--- src/inc/sar_seq_regs.vh ---
// Constants of the converter sequencer: variants, pin slots, timing counts
`ifndef SAR_SEQ_REGS_VH
`define SAR_SEQ_REGS_VH

// Device variants
`define SEQ_VARIANT_SINGLE 2'h0
`define SEQ_VARIANT_DUAL 2'h1
`define SEQ_VARIANT_PSEUDO 2'h2

// Slots of the synchronised pin vector
`define SEQ_PIN_SCLK 0
`define SEQ_PIN_CS 1
`define SEQ_PIN_FS 2
`define SEQ_PIN_COMB 3
`define SEQ_PIN_COUNT 4
`define SEQ_PIN_RESET 4'he

// Result word layout
`define SEQ_RESULT_BITS 12
`define SEQ_WORD_BITS 16
`define SEQ_PAD_VALUE 4'h0

// Serial clock counts of one frame
`define SEQ_SCLK_SAMPLE_FIRST 5'h05
`define SEQ_SCLK_SAMPLE_LEN 5'h0c
`define SEQ_SCLK_WORD 5'h10
`define SEQ_MUX_RESET_MIN 5'h04
`define SEQ_MUX_RESET_MAX 5'h07

// Conversion timing
`define SEQ_CLK_PERIOD_NS 10
`define SEQ_OSC_MIN_FREQ_MHZ 4
`define SEQ_OSC_PERIOD_NS (1000 / `SEQ_OSC_MIN_FREQ_MHZ)
`define SEQ_OSC_DIV (`SEQ_OSC_PERIOD_NS / `SEQ_CLK_PERIOD_NS)
`define SEQ_CONV_OSC_CLOCKS 14
`define SEQ_OVERHEAD_NS 100
`define SEQ_OVERHEAD_CYCLES (`SEQ_OVERHEAD_NS / `SEQ_CLK_PERIOD_NS)
`define SEQ_CYCLE_MIN_NS 4400

`endif

--- src/core/pin_sync.v ---
// Two-stage synchroniser with edge detection for the asynchronous pins
`timescale 1ns/1ps
`include "sar_seq_regs.vh"

module pin_sync (
    input wire clk,
    input wire rst_n,
    input wire [3:0] pinIn,
    output wire [3:0] level,
    output wire [3:0] rise,
    output wire [3:0] fall
);
    reg [3:0] stageOne;
    reg [3:0] stageTwo;
    reg [3:0] stageOld;

    // Only stageTwo and stageOld feed logic; stageOne may be metastable
    always @(posedge clk or negedge rst_n) begin
        if (!rst_n) begin
            stageOne <= `SEQ_PIN_RESET;
            stageTwo <= `SEQ_PIN_RESET;
            stageOld <= `SEQ_PIN_RESET;
        end else begin
            stageOne <= pinIn;
            stageTwo <= stageOne;
            stageOld <= stageTwo;
        end
    end

    assign level = stageTwo;
    assign rise = stageTwo & ~stageOld;
    assign fall = ~stageTwo & stageOld;
endmodule // pin_sync

--- src/core/sar_adc_serial_sequencer.v ---
// Serial frame sequencer of the 12-bit converter: framing, output, mux, power
// Functional notes
// - Word is 16 bits, MSB first: result in D15..D4, D3..D0 don't care.
// - Code 000h at or below ground, FFFh at reference minus one LSB.
// - Single variant, frame sync high at select fall: output changes on SCLK rise.
// - Combined pin: its falling edge starts a cycle, as select or as sync.
// - Dual variant: active cycle of 4 to 7 SCLKs resets mux to channel zero.
// - Dual variant: completed full cycle toggles the mux on the pin's rise.
// - Sampling lasts 12 SCLKs, starting on the fifth SCLK of the cycle.
// - Conversion starts after the 16th SCLK; takes 3.5 us plus 0.1 us.
// - Conversion runs on the internal 4 MHz clock and needs 14 of its clocks.
// - Select rising before completion aborts; next output word is invalid.
// - A result appears on the serial output during the following cycle.
// - DSP frame on select, and combined variants, change output on SCLK fall.
// - Power down at end of conversion; wake on next select or sync fall.
// - Output high impedance while the pin is high and after the 16th SCLK.
// - Sync low at select fall: MSB driven after the first of both falls.
`timescale 1ns/1ps
`include "sar_seq_regs.vh"

module sar_adc_serial_sequencer #(
    parameter [1:0] VARIANT = `SEQ_VARIANT_SINGLE
) (
    input wire clk,
    input wire rst_n,
    input wire serialClock,
    input wire chipSelectN,
    input wire frameSyncIn,
    input wire selectOrFramePin,
    input wire comparatorIn,
    output reg serialResultOut,
    output reg serialResultOe,
    output reg sampleEnable,
    output reg channelSelect,
    output reg powerDown,
    output reg resultValid,
    output wire convBusy,
    output wire [11:0] dacCode
);
    localparam [1:0] ST_IDLE = 2'h0;
    localparam [1:0] ST_FRAME = 2'h1;
    localparam [1:0] ST_CONVERT = 2'h2;
    localparam [1:0] ST_SLEEP = 2'h3;

    wire [3:0] pinLevel;
    wire [3:0] pinRise;
    wire [3:0] pinFall;
    wire [11:0] engineResult;
    wire engineDone;

    reg [1:0] state;
    reg [1:0] next_state;
    reg [4:0] sclkCount;
    reg [15:0] shiftWord;
    reg [11:0] heldResult;
    reg heldValid;
    reg risingMode;
    reg firstRiseSeen;
    reg doneSeen;
    reg convComplete;
    reg startConv;
    reg abortConv;

    pin_sync u_pin_sync (
        .clk(clk),
        .rst_n(rst_n),
        .pinIn({selectOrFramePin, frameSyncIn, chipSelectN, serialClock}),
        .level(pinLevel),
        .rise(pinRise),
        .fall(pinFall)
    );

    sar_engine u_sar_engine (
        .clk(clk),
        .rst_n(rst_n),
        .convStart(startConv),
        .convAbort(abortConv),
        .comparatorIn(comparatorIn),
        .trialCode(dacCode),
        .resultBits(engineResult),
        .convBusy(convBusy),
        .convDone(engineDone)
    );

    // Pin view per variant
    wire combined = (VARIANT != `SEQ_VARIANT_SINGLE);
    wire dualMux = (VARIANT == `SEQ_VARIANT_DUAL);
    wire csLow = ~pinLevel[`SEQ_PIN_CS];
    wire fsHigh = pinLevel[`SEQ_PIN_FS];
    wire selHigh = combined ? pinLevel[`SEQ_PIN_COMB] : pinLevel[`SEQ_PIN_CS];
    wire selFall = combined ? pinFall[`SEQ_PIN_COMB] : pinFall[`SEQ_PIN_CS];
    wire selRise = combined ? pinRise[`SEQ_PIN_COMB] : pinRise[`SEQ_PIN_CS];
    wire sclkRise = pinRise[`SEQ_PIN_SCLK];
    wire sclkFall = pinFall[`SEQ_PIN_SCLK];
    wire idleLike = (state == ST_IDLE) || (state == ST_SLEEP);

    // Single variant: select fall with sync high, or sync fall while selected
    wire singleStart = (pinFall[`SEQ_PIN_CS] & fsHigh) | (pinFall[`SEQ_PIN_FS] & csLow);
    wire startEvent = idleLike && (combined ? selFall : singleStart);
    // MSB goes out on whichever comes first: select fall or cycle start
    wire loadEvent = idleLike && (selFall || startEvent);

    wire [4:0] countNext = sclkCount + 5'h01;
    wire frameEnd = (state == ST_FRAME) && sclkFall && (countNext == `SEQ_SCLK_WORD);
    wire shortCycle = (sclkCount >= `SEQ_MUX_RESET_MIN) && (sclkCount <= `SEQ_MUX_RESET_MAX);
    wire abortNow = (state == ST_CONVERT) && selRise && !doneSeen;

    function [15:0] resultWord;
        input [11:0] result;
        begin
            resultWord = {result, `SEQ_PAD_VALUE};
        end
    endfunction

    // State sequencing
    always @* begin
        next_state = state;
        case (state)
            ST_IDLE: begin
                if (startEvent) next_state = ST_FRAME;
            end
            ST_FRAME: begin
                if (selRise) next_state = ST_IDLE;
                else if (frameEnd) next_state = ST_CONVERT;
            end
            ST_CONVERT: begin
                if (doneSeen) next_state = ST_SLEEP;
                else if (selRise) next_state = ST_IDLE;
            end
            ST_SLEEP: begin
                if (startEvent) next_state = ST_FRAME;
            end
            default: begin
                next_state = ST_IDLE;
            end
        endcase
    end

    always @(posedge clk or negedge rst_n) begin
        if (!rst_n) begin
            state <= ST_SLEEP;
        end else begin
            state <= next_state;
        end
    end

    // Frame counter, sampling window and conversion launch
    always @(posedge clk or negedge rst_n) begin
        if (!rst_n) begin
            sclkCount <= 5'h00;
            sampleEnable <= 1'b0;
            startConv <= 1'b0;
            abortConv <= 1'b0;
        end else begin
            startConv <= 1'b0;
            abortConv <= abortNow;
            if (startEvent) begin
                sclkCount <= 5'h00;
                sampleEnable <= 1'b0;
            end else if (state == ST_FRAME && selRise) begin
                sampleEnable <= 1'b0;
            end else if (state == ST_FRAME && sclkFall) begin
                sclkCount <= countNext;
                // Window opens as the fifth SCLK begins and spans 12 SCLKs
                if (countNext == `SEQ_SCLK_SAMPLE_FIRST - 5'h01) begin
                    sampleEnable <= 1'b1;
                end
                if (countNext == `SEQ_SCLK_SAMPLE_FIRST - 5'h01 + `SEQ_SCLK_SAMPLE_LEN) begin
                    sampleEnable <= 1'b0;
                end
                if (countNext == `SEQ_SCLK_WORD) begin
                    startConv <= 1'b1;
                end
            end
        end
    end

    // Completion passes one register stage before anything acts on it
    always @(posedge clk or negedge rst_n) begin
        if (!rst_n) begin
            doneSeen <= 1'b0;
        end else begin
            doneSeen <= engineDone && (state == ST_CONVERT);
        end
    end

    // Result holding, validity and power state
    always @(posedge clk or negedge rst_n) begin
        if (!rst_n) begin
            heldResult <= 12'h000;
            heldValid <= 1'b0;
            convComplete <= 1'b0;
            powerDown <= 1'b1;
        end else begin
            if (startEvent) begin
                convComplete <= 1'b0;
                powerDown <= 1'b0;
            end
            if (doneSeen) begin
                heldResult <= engineResult;
                heldValid <= 1'b1;
                convComplete <= 1'b1;
                powerDown <= 1'b1;
            end else if (abortNow) begin
                // Cut-short conversion: the word of the next cycle is invalid
                heldValid <= 1'b0;
            end
        end
    end

    // Input multiplexer of the dual variant
    always @(posedge clk or negedge rst_n) begin
        if (!rst_n) begin
            channelSelect <= 1'b0;
        end else if (dualMux && selRise) begin
            if (state == ST_FRAME && shortCycle) begin
                channelSelect <= 1'b0;
            end else if (convComplete || doneSeen) begin
                channelSelect <= ~channelSelect;
            end
        end
    end

    // Edge choice is latched at select fall; without one, falling-edge mode
    always @(posedge clk or negedge rst_n) begin
        if (!rst_n) begin
            risingMode <= 1'b0;
        end else if (idleLike && selFall) begin
            risingMode <= !combined && fsHigh;
        end
    end

    // Serial output shifter
    always @(posedge clk or negedge rst_n) begin
        if (!rst_n) begin
            shiftWord <= 16'h0000;
            serialResultOut <= 1'b0;
            serialResultOe <= 1'b0;
            resultValid <= 1'b0;
            firstRiseSeen <= 1'b0;
        end else begin
            if (loadEvent) begin
                // Previous conversion goes out in this cycle
                shiftWord <= resultWord(heldResult);
                serialResultOut <= heldResult[11];
                serialResultOe <= 1'b1;
                resultValid <= heldValid;
                firstRiseSeen <= 1'b0;
            end else if (selHigh || frameEnd) begin
                serialResultOe <= 1'b0;
            end else if (serialResultOe) begin
                if (risingMode && sclkRise) begin
                    // The first rise keeps the MSB for the host's first falling sample
                    firstRiseSeen <= 1'b1;
                    if (firstRiseSeen) begin
                        shiftWord <= {shiftWord[14:0], 1'b0};
                        serialResultOut <= shiftWord[14];
                    end
                end else if (!risingMode && sclkFall) begin
                    shiftWord <= {shiftWord[14:0], 1'b0};
                    serialResultOut <= shiftWord[14];
                end
            end
        end
    end
endmodule // sar_adc_serial_sequencer

--- src/core/sar_engine.v ---
// Successive-approximation engine paced by the internal conversion clock
`timescale 1ns/1ps
`include "sar_seq_regs.vh"

module sar_engine (
    input wire clk,
    input wire rst_n,
    input wire convStart,
    input wire convAbort,
    input wire comparatorIn,
    output reg [11:0] trialCode,
    output reg [11:0] resultBits,
    output reg convBusy,
    output reg convDone
);
    // Counts are worked out wide, then cut to the counter widths on purpose
    localparam integer OSC_LAST_W = `SEQ_OSC_DIV - 1;
    localparam integer STEP_LAST_W = `SEQ_CONV_OSC_CLOCKS - 1;
    localparam integer OVH_LAST_W = `SEQ_OVERHEAD_CYCLES - 1;
    localparam [4:0] OSC_LAST = OSC_LAST_W[4:0];
    localparam [3:0] STEP_LAST = STEP_LAST_W[3:0];
    localparam [3:0] OVH_LAST = OVH_LAST_W[3:0];

    reg [4:0] oscCount;
    reg [3:0] step;
    reg [3:0] overhead;
    reg inOverhead;
    reg compMeta;
    reg compSync;
    reg [11:0] trial;

    function [11:0] bitMask;
        input [3:0] idx;
        begin
            bitMask = 12'h001 << idx;
        end
    endfunction

    wire oscTick = convBusy && !inOverhead && (oscCount == OSC_LAST);
    wire [3:0] bitIdx = 4'hc - step;

    always @* begin
        trial = trialCode;
        // A high comparator means input at or above the DAC level: keep the bit
        if (!compSync) trial = trial & ~bitMask(bitIdx);
        if (bitIdx != 4'h0) trial = trial | bitMask(bitIdx - 4'h1);
    end

    always @(posedge clk or negedge rst_n) begin
        if (!rst_n) begin
            compMeta <= 1'b0;
            compSync <= 1'b0;
            oscCount <= 5'h00;
            step <= 4'h0;
            overhead <= 4'h0;
            inOverhead <= 1'b0;
            trialCode <= 12'h000;
            resultBits <= 12'h000;
            convBusy <= 1'b0;
            convDone <= 1'b0;
        end else begin
            compMeta <= comparatorIn;
            compSync <= compMeta;
            convDone <= 1'b0;
            if (convAbort) begin
                convBusy <= 1'b0;
                inOverhead <= 1'b0;
            end else if (convStart) begin
                convBusy <= 1'b1;
                oscCount <= 5'h00;
                step <= 4'h0;
                inOverhead <= 1'b0;
                trialCode <= 12'h000;
            end else if (convBusy && inOverhead) begin
                overhead <= overhead + 4'h1;
                if (overhead == OVH_LAST) begin
                    convBusy <= 1'b0;
                    convDone <= 1'b1;
                end
            end else if (convBusy) begin
                oscCount <= (oscCount == OSC_LAST) ? 5'h00 : oscCount + 5'h01;
                if (oscTick) begin
                    step <= step + 4'h1;
                    if (step == 4'h0) begin
                        trialCode <= 12'h800;
                    end else if (step == STEP_LAST) begin
                        resultBits <= trialCode;
                        inOverhead <= 1'b1;
                        overhead <= 4'h0;
                    end else if (step != 4'hd) begin
                        trialCode <= trial;
                    end
                end
            end
        end
    end
endmodule // sar_engine

--- config.mk ---
export PLATFORM = sky130hd
export DESIGN_NAME = sar_adc_serial_sequencer
export DESIGN_NICKNAME = d
export VERILOG_FILES = /design/src/core/pin_sync.v /design/src/core/sar_adc_serial_sequencer.v /design/src/core/sar_engine.v
export VERILOG_INCLUDE_DIRS = /design/src /design/src/inc
export SDC_FILE = /design/constraint.sdc
export NUM_CORES = 1
export LEC_CHECK = 0
export ABC_CLOCK_PERIOD_IN_PS = 2700
export BUFFER_PORTS_ARGS = -buffer_cell sky130_fd_sc_hd__buf_2
export CAP_MARGIN = 40
export CORE_MARGIN = 8
export CORE_UTILIZATION = 25
export CTS_CLUSTER_DIAMETER = 120
export DETAILED_ROUTE_END_ITERATION = 8
export GPL_TIMING_DRIVEN = 0
export PLACE_DENSITY = 0.47
export SYNTH_ARGS = -nofsm -noshare
export SYNTH_HDL_FRONTEND = slang
export SYNTH_HIERARCHICAL = 1
export SYNTH_SLANG_ARGS = --single-unit
--- constraint.sdc ---
create_clock -name clk -period 2.7 [get_ports clk]
set_input_delay 0 -clock clk [delete_from_list [all_inputs] [get_ports clk]]
set_output_delay 0 -clock clk [all_outputs]
set_load 0.03 [all_outputs]
==> results.py, run 1 <==
metrics = {
    "route": {
        "detail_route.iter0.violations": 187,
        "ant_nets": 0,
        "first_pass_iters": 4,
        "finalWirelength_um": 9910,
        "vias": 3175,
        "routed_via_density": 4.66,
        "drt_drc_violations_left": 0,
        "wl_per_cell_um": 14.5,
    },
    "die": {
        "die_x_um": 150,
        "chipHeight_um": 150,
        "dieArea_um2": 22600,
        "start_util_pct": 25.3,
        "rows": 49,
        "core_um2": 17800,
        "num_io_pins": 26,
    },
    "finish": {
        "fill_cells": 1818,
        "antenna_cells": 0,
        "multi_input_area_um2": 2060,
        "stdcell_count": 682,
        "syn2layout_area_growth_pct": 18.1,
        "nets": 471,
        "final-seq-area_um2": 2310,
        "final_layout_size_suffix_gt1_share_pct": 22.7,
    },
    "placed_design": {
        "place_congestion": 0.795,
        "numPortBuffers": 23,
        "hpwl_um": 7000,
        "placed_cells": 660,
    },
    "yosys": {
        "synthCells": 407,
        "syn_nets": 430,
        "syn-cell-area_um2": 4510,
        "avgSynthCellArea_um2": 11.1,
        "yosys_warnings": 6,
    },
    "critical_path": {
        "cp.required_ns": 2.93,
        "crit_slowest_cell": "dfrtp_1",
        "rrSetupSlack_ns": 0.22,
        "crit-reg2reg-launch": "u_sar_engine/step[0]",
        "cp_max_fo": 10,
        "r2r_cells": 9,
        "worstPathArrival_ns": 2.71,
        "cp-start-kind": "flip-flop",
        "crit_type": "reg -> reg",
        "cpPeakStageDelay_ns": 0.44,
        "path_buf_inv": 3,
        "crit_family": "buffers and inverters",
        "end_kind": "flip-flop",
        "crit_chain": "clkbuf_1, inv_1, ha_1, nor2_1, mux2i_1, o22ai_1, xor2_2, buf_4, a32o_1",
        "reg2reg_to": "u_sar_engine/trialCode[4]",
    },
    "sta": {
        "grt_setup_unrepaired": "false",
        "timing.fmax_ghz": 0.403,
        "relSlewSlack_pct": 54.8,
        "setup_viol": 0,
        "final_max_slew_viol_count": 0,
        "final_hold_viol_count": 0,
        "period_minus_slack_ns": 2.48,
        "worst_pin_slew_ns": 0.677,
        "clock_skew_ns": 0.00936,
        "finalSetupTns_ns": 0,
        "fin_crit_sh_pct": 92.0,
    },
    "power": {
        "cellLeakagePower_nw": 2.51,
        "peakVddDrop_uv": 372,
        "power.density_nw_per_um2": 673,
        "power_mw": 3.59,
    },
    "global_route": {
        "grt_max_degree": 68,
        "grt_usage_pct": 9.34,
        "grt_overflow_total": 0,
        "grt_pass1_vias": 3260,
        "antenna_found_initial": 0,
        "grt_pass1_wl_um": 16700,
    },
    "min_path": {
        "hp-class": "in -> async",
    },
    "clock_tree": {
        "htreeDepth": 3,
        "cts_inserted_buffers": 9,
        "clk_pin_slew_worst_paths_ns": 0.07,
        "clockBufferDepth": 2,
        "cts_tree": "built",
        "cts_sinks": 92,
        "cts-root-buf": "clkbuf_16",
        "clk_latency_ns": 0.34,
    },
    "run": {
        "max_cap_violations": 0,
    },
    "run_status": {
        "status": "complete, no violations",
    },
}
metal layers:
| metal | share of wire (%) | vias to the layer above | wire, µm | GRT usage [%] |
|---|---|---|---|---|
| met5 | 0 | - | 0 | 0 |
| met4 | 1.4 | 0 | 138 | 4.10 |
| met2 | 49 | 49 | 4830 | 15.0 |
| li1 | - | 1529 | - | - |
| met1 | 46 | 1585 | 4570 | 11.6 |
| met3 | 3.7 | 12 | 370 | 2.37 |
metrics by stage:
step	hold WS [ns]	util, %	area (µm²)	setup slack (ns)
2_1_floorplan	-0.296	-	4510	0.506
3_3_place_gp	0.109	27.5	4910	-0.0331
3_5_place_dp	-0.0520	27.7	4940	-0.0530
4_1_cts	0.125	29.8	5310	0.0363
5_1_grt	0.154	29.9	5330	0.0439
6_report	0.126	29.9	5330	0.216
report_power, final:
group,leakage [nW],internal (mW),switching [mW]
clock,0.149,0.751,0.554
combinational,1.14,0.255,0.387
sequential,1.22,1.54,0.0971
total,2.51,2.55,1.04
timing repair:
action / in CTS / in global routing
setup endpoints to repair: 10 / 11
buffers inserted: 0 / 2
hold buffers: 5 / 0
gates resized for setup: 1 / 1
pin swaps: 1 / 1
endpoints found under the hold margin: 91 / 0
registers in the layout, summed over array words and instances, names as in the netlist, 2 cells and up:
name / count
u_pin_sync/stageOne: 3
u_sar_engine/step: 4
u_pin_sync/stageOld: 3
shiftWord: 11
u_pin_sync/level: 3
sclkCount: 5
u_sar_engine/trialCode: 12
u_sar_engine/resultBits: 12
u_sar_engine/overhead: 4
state: 2
heldResult: 12
u_sar_engine/oscCount: 5
layout by cell type, fill, tap and decap left out, types with 8 or more instances in the layout:
master	n
mux2_2	26
nor2b_1	8
o21a_1	11
buf_2	24
inv_1	14
o21ai_0	23
nand2_1	24
nor3_1	8
dfrtp_1	83
dfstp_2	9
nand3_1	11
a21oi_1	19
ha_1	16
nor2_1	31
mux2i_1	13
nand2b_1	9
clkbuf_16	9
cell type report:
class,count,share of cell area [%]
clock inverter,6,1.36
inverter,14,0.986
sequential,92,43.4
timing repair buffer,31,3.94
buffer,16,1.88
clock buffer,10,4.48
tap,229,5.38
multi-input combinational,284,38.6
worst max path at each step:
stage                    startpoint  cells past startpoint                         to  slack (ns)
2_1_floorplan  u_sar_engine/step[0]                      9  u_sar_engine/trialCode[4]        0.51
3_3_place_gp   u_sar_engine/step[0]                      9  u_sar_engine/trialCode[8]       -0.03
3_5_place_dp   u_sar_engine/step[0]                      9  u_sar_engine/trialCode[4]       -0.05
4_1_cts        u_sar_engine/step[0]                      9  u_sar_engine/trialCode[8]        0.04
5_1_grt        u_sar_engine/step[0]                      9  u_sar_engine/trialCode[4]        0.04
6_report       u_sar_engine/step[0]                      9  u_sar_engine/trialCode[4]        0.22
(Power assumes the default switching activity.)
==> run 2: changes to the inputs <==
ABC_CLOCK_PERIOD_IN_PS = 2100   (was 2700)
PLACE_DENSITY = 0.49   (was 0.47)
clock period = 2.1 ns   (was 2.7 ns; I/O delays follow)
==> run 2 against run 1 <==
Effect of this change: via count up 2.7%; critical path depth is 1 lower; maximum frequency rose by 21%; die area unchanged; critical path type unchanged; final area grew 6.7%; sequential share of layout area is 2.6 points lower; clock power increased by 53%; routed wire length up 0.98%; core utilization increased by 2.0 points.
==> results.py, run 2 (synthesis gave the netlist of run 1 again) <==
metrics = {
    "finish": {
        "final_common_cell": "dfrtp_1",
        "nets": 492,
        "final_cell_mix": "dfrtp_1, nor2_1, mux2_2",
        "syn2layout_area_growth_pct": 26.0,
        "final_layout_size_suffix_gt1_share_pct": 30.8,
        "antenna_cells": 0,
        "fill_cells": 1780,
        "largestRegisters": "heldResult x12, u_sar_engine/resultBits x12, u_sar_engine/trialCode x12",
    },
    "global_route": {
        "grt_pass1_wl_um": 16900,
        "antenna_found_initial": 0,
        "grt_pass1_vias": 3312,
        "grt_usage_pct": 9.39,
        "grt_overflow_total": 0,
        "grt_max_degree": 54,
    },
    "die": {
        "core_um2": 17800,
        "num_io_pins": 26,
        "rows": 49,
        "chipHeight_um": 150,
        "dieArea_um2": 22600,
        "start_util_pct": 25.3,
        "die_x_um": 150,
    },
    "sta": {
        "relSlewSlack_pct": 59.0,
        "grt_setup_unrepaired": "true",
        "period_minus_slack_ns": 2.05,
        "timing.fmax_ghz": 0.488,
        "clock_skew_ns": 0.00514,
        "worst_pin_slew_ns": 0.614,
        "fin_crit_sh_pct": 97.6,
        "final_max_slew_viol_count": 0,
        "setup_viol": 0,
        "final_hold_viol_count": 0,
        "fin_ws_ns": 0.0511,
    },
    "power": {
        "comb_power_share_pct": 16.7,
        "switching_share_pct": 26.8,
        "peakVddDrop_uv": 636,
        "internal-power_mw": 3.61,
        "power.density_nw_per_um2": 868,
        "p_switching_mw": 1.32,
        "power_mw": 4.94,
        "seq_power_share_pct": 42.7,
        "pwr-share-clk_pct": 40.7,
        "cellLeakagePower_nw": 2.67,
    },
    "min_path": {
        "hp-class": "in -> async",
    },
    "route": {
        "finalWirelength_um": 10000,
        "detail_route.iter0.violations": 293,
        "drt_drc_violations_left": 0,
        "vias": 3261,
        "wl_per_cell_um": 14.2,
        "ant_nets": 0,
        "first_pass_iters": 4,
        "routed_via_density": 4.64,
    },
    "clock_tree": {
        "cts_sinks": 92,
        "cts_tree": "built",
        "cts_inserted_buffers": 9,
        "clockBufferDepth": 2,
        "clk_pin_slew_worst_paths_ns": 0.07,
        "clk_latency_ns": 0.35,
        "cts-root-buf": "clkbuf_16",
        "htreeDepth": 3,
    },
    "critical_path": {
        "end_kind": "flip-flop",
        "cp.required_ns": 2.34,
        "crit-reg2reg-launch": "u_sar_engine/oscCount[0]",
        "r2r_cells": 8,
        "cp-start-kind": "flip-flop",
        "rrSetupSlack_ns": 0.05,
        "cp_max_fo": 5,
        "crit_type": "reg -> reg",
        "reg2reg_to": "u_sar_engine/trialCode[5]",
        "worstPathArrival_ns": 2.29,
    },
    "placed_design": {
        "hpwl_um": 6900,
        "place_congestion": 0.802,
        "place_ws_ns": -0.421,
        "numPortBuffers": 23,
    },
    "run_status": {
        "status": "complete, no violations",
    },
    "run": {
        "max_cap_violations": 0,
    },
}
-- run 2: cell types whose count changed in the layout (fill, tap and decap cells not counted), sizes merged --
cell,before,now
buf,36,54
bufinv,1,4
clkbuf,16,18
clkinv,3,1
clkinvlp,1,0
inv,15,16
-- run 2: worst max path at each step --
stage                                        start                   endpoint  slack, ns  depth (start not counted)
after global routing                     startConv  u_sar_engine/trialCode[7]      -0.03                          7
after CTS                 u_sar_engine/oscCount[0]  u_sar_engine/trialCode[2]     0.0005                          8
after floorplan               u_sar_engine/step[0]  u_sar_engine/trialCode[0]       0.02                          9
after global placement        u_sar_engine/step[0]  u_sar_engine/trialCode[8]      -0.43                          9
final                     u_sar_engine/oscCount[0]  u_sar_engine/trialCode[5]       0.05                          8
after detailed placement      u_sar_engine/step[0]  u_sar_engine/trialCode[8]      -0.42                          9
-- run 2: area by class of cell --
class / instances / area, µm² / area share (%)
clock inverters: 7 / 146 / 2.57
plain buffers: 15 / 113 / 1.98
multi-input cells: 284 / 2150 / 37.9
well taps: 229 / 287 / 5.04
clock buffers: 9 / 225 / 3.96
inverters: 14 / 52.6 / 0.924
repair buffers: 53 / 390 / 6.87
flip-flops and latches: 92 / 2320 / 40.8
-- run 2: metal layers --
metal  part of all wire [%]  vias to the layer above  track usage, %
met3                    3.7                       11            2.55
met1                     45                     1628            11.5
met5                      0                        -               0
met4                    1.5                        0            3.85
met2                     50                       38            15.3
li1                       -                     1584               -
-- run 2: power groups by stage --
stage | registers [mW] | logic, mW | clock network, mW
floorplan | 2.14 | 0.571 | 0
global route | 2.13 | 0.942 | 2.14
CTS | 2.11 | 0.824 | 2.07
global placement | 2.14 | 0.777 | 0
detailed placement | 2.14 | 0.814 | 0
finish | 2.11 | 0.823 | 2.01
-- run 2: metrics by stage --
step	TNS (ns)	area, µm²	util [%]	instances	hold WS (ns)
after floorplan	0	4530	-	407	-0.296
after global placement	-5.44	4930	27.6	659	0.112
final	0	5690	31.9	703	0.180
after CTS	0	5490	30.8	690	0.189
after detailed placement	-5.83	4960	27.8	660	0.0257
after global routing	-0.0957	5690	31.9	703	0.232
-- run 2: worst max-delay path, stage by stage, from the launching register on --
cell	delay, ns
dfrtp_1	0.39
inv_2	0.06
ha_1	0.13
and4b_2	0.26
or2_4	0.13
or3b_4	0.42
buf_8	0.16
o21a_1	0.18
a31o_2	0.21
-- run 2: repair_timing --
item	CTS	global route
setup buffers	10	12
gates cloned	0	2
setup endpoints to repair	21	30
pin swaps	2	10
hold endpoints to repair	36	0
hold buffers	5	0
gates resized for setup	14	26
==> run 3: changes to the inputs <==
PLACE_DENSITY = 0.4   (was 0.49)
==> run 3 against run 2 <==
Effect of this change: via count decreased by 0.64%; combinational power decreased by 0.6%; hold slack improved by 0.0020 ns; power decreased by 8.7%; setup slack got worse by 0.033 ns; core utilization decreased by 0.20 points; clock skew increased by 0.0011 ns; final area decreased by 0.62%; register-to-register slack got worse by 0.03 ns; final cell count increased by 0.14%.
==> results.py, run 3 (synthesis gave the netlist of run 1 again) <==
metrics = {
    "run_status": {
        "status": "complete, no violations",
    },
    "finish": {
        "final_cell_mix": "dfrtp_1, nor2_1, mux2_2",
        "nets": 493,
        "final_layout_size_suffix_gt1_share_pct": 32.2,
        "largestRegisters": "heldResult x12, u_sar_engine/resultBits x12, u_sar_engine/trialCode x12",
        "syn2layout_area_growth_pct": 25.2,
        "final_common_cell": "dfrtp_1",
        "antenna_cells": 0,
    },
    "placed_design": {
        "numPortBuffers": 23,
        "place_congestion": 0.797,
        "hpwl_um": 7170,
    },
    "clock_tree": {
        "clockBufferDepth": 2,
        "cts-root-buf": "clkbuf_16",
        "clk_latency_ns": 0.35,
        "clk_pin_slew_worst_paths_ns": 0.07,
        "cts_inserted_buffers": 9,
        "cts_tree": "built",
        "htreeDepth": 3,
        "cts_sinks": 92,
    },
    "critical_path": {
        "crit_type": "reg -> reg",
        "cp.required_ns": 2.34,
        "crit_chain": "inv_2, ha_4, and4b_2, or2_4, or3b_4, buf_8, buf_12, o21a_1, a31o_2",
        "crit_slowest_cell": "dfrtp_1",
        "worstPathArrival_ns": 2.32,
        "cpPeakStageDelay_ns": 0.40,
        "crit-reg2reg-launch": "u_sar_engine/oscCount[1]",
        "crit_start": "u_sar_engine/oscCount[1]",
        "cp_max_fo": 4,
        "cp-start-kind": "flip-flop",
        "end_kind": "flip-flop",
    },
    "run": {
        "max_cap_violations": 0,
    },
    "route": {
        "finalWirelength_um": 10700,
        "drt_drc_violations_left": 0,
        "ant_nets": 0,
        "first_pass_iters": 4,
        "routed_via_density": 4.60,
        "vias": 3240,
        "detail_route.iter0.violations": 124,
        "wl_per_cell_um": 15.1,
    },
    "die": {
        "num_io_pins": 26,
        "rows": 49,
        "start_util_pct": 25.3,
        "chipHeight_um": 150,
        "core_um2": 17800,
        "dieArea_um2": 22600,
        "die_x_um": 150,
    },
    "power": {
        "power.density_nw_per_um2": 797,
        "power_mw": 4.51,
        "switching_share_pct": 29.7,
        "comb_power_share_pct": 18.1,
        "cellLeakagePower_nw": 2.65,
        "p_switching_mw": 1.34,
        "pwr-share-clk_pct": 35.1,
        "internal-power_mw": 3.17,
        "seq_power_share_pct": 46.7,
        "peakVddDrop_uv": 403,
    },
    "sta": {
        "timing.fmax_ghz": 0.480,
        "finalSetupTns_ns": 0,
        "period_minus_slack_ns": 2.08,
        "clock_skew_ns": 0.00624,
        "grt_setup_unrepaired": "true",
        "final_hold_viol_count": 0,
        "relSlewSlack_pct": 60.7,
        "final_max_slew_viol_count": 0,
        "fin_crit_sh_pct": 99.1,
        "worst_pin_slew_ns": 0.589,
        "setup_viol": 0,
    },
    "global_route": {
        "grt_overflow_total": 0,
        "grt_pass1_wl_um": 17800,
        "grt_usage_pct": 9.96,
        "grt_pass1_vias": 3304,
        "grt_max_degree": 50,
        "antenna_found_initial": 0,
    },
    "min_path": {
        "hp-class": "in -> async",
    },
}
-- run 3: cell count changes in the layout (fill, tap and decap cells not counted), sizes merged --
cell,change
buf,+5
bufinv,-4
clkbuf,-3
clkinv,+3
-- run 3: path summary, 6_finish.rpt --
kind	endpoint	slack, ns	cells after the start
hold / removal	sclkCount[2]	0.18	2
min in group clk	u_sar_engine/compMeta	0.29	2
max in group asynchronous	state[0]	1.23	3
setup / recovery	u_sar_engine/trialCode[5]	0.02	9
setup reg to reg	u_sar_engine/trialCode[5]	0.02	9
hold reg to reg	u_sar_engine/compSync	0.35	0
-- run 3: worst max-delay path: cells and delay by family, from the launching register on --
family	cells	cell delay (ns)
AND/OR/NAND/NOR	3	0.74
flip-flops	1	0.40
AO/OA/AOI/OAI	2	0.38
buffers and inverters	3	0.34
adder cells (fa/ha/maj)	1	0.11
-- run 3: cell type report --
type,instances,area [µm²]
well taps,229,287
flip-flops and latches,92,2320
fillers,1854,12200
clock buffers,10,239
clock inverters,6,47.5
repair buffers,54,407
inverters,14,55.1
multi-input cells,284,2190
plain buffers,15,106
-- run 3: power by group through the flow --
stage	logic, mW	registers (mW)	clock network [mW]
floorplan	0.571	2.14	0
finish	0.818	2.11	1.58
detailed placement	0.812	2.14	0
global placement	0.791	2.14	0
CTS	0.822	2.11	1.65
global route	0.948	2.14	1.72
-- run 3: what timing repair did --
| action | in CTS | in global routing |
|---|---|---|
| setup buffers | 17 | 8 |
| pin swaps | 12 | 9 |
| hold endpoints to repair | 40 | 0 |
| hold buffers | 5 | 0 |
| endpoints found under the setup margin | 22 | 31 |
| cloned | 0 | 0 |
| gates resized for setup | 28 | 22 |
-- run 3: stage by stage --
step           setup slack [ns]  hold slack, ns  area (µm²)  cells  utilization [%]
6_report                 0.0179           0.182        5650    704             31.7
5_1_grt                 -0.0649           0.213        5650    704             31.7
4_1_cts                 -0.0435           0.201        5530    697             31.0
3_5_place_dp             -0.479          0.0416        4960    660             27.8
3_3_place_gp             -0.480           0.107        4930    659             27.6
2_1_floorplan            0.0173          -0.296        4530    407                -
-- run 3: layer usage --
metal	wire length (µm)	global-route usage [%]
met5	0	0
met4	95	2.25
met3	443	3.49
met2	4970	15.7
met1	5150	12.9
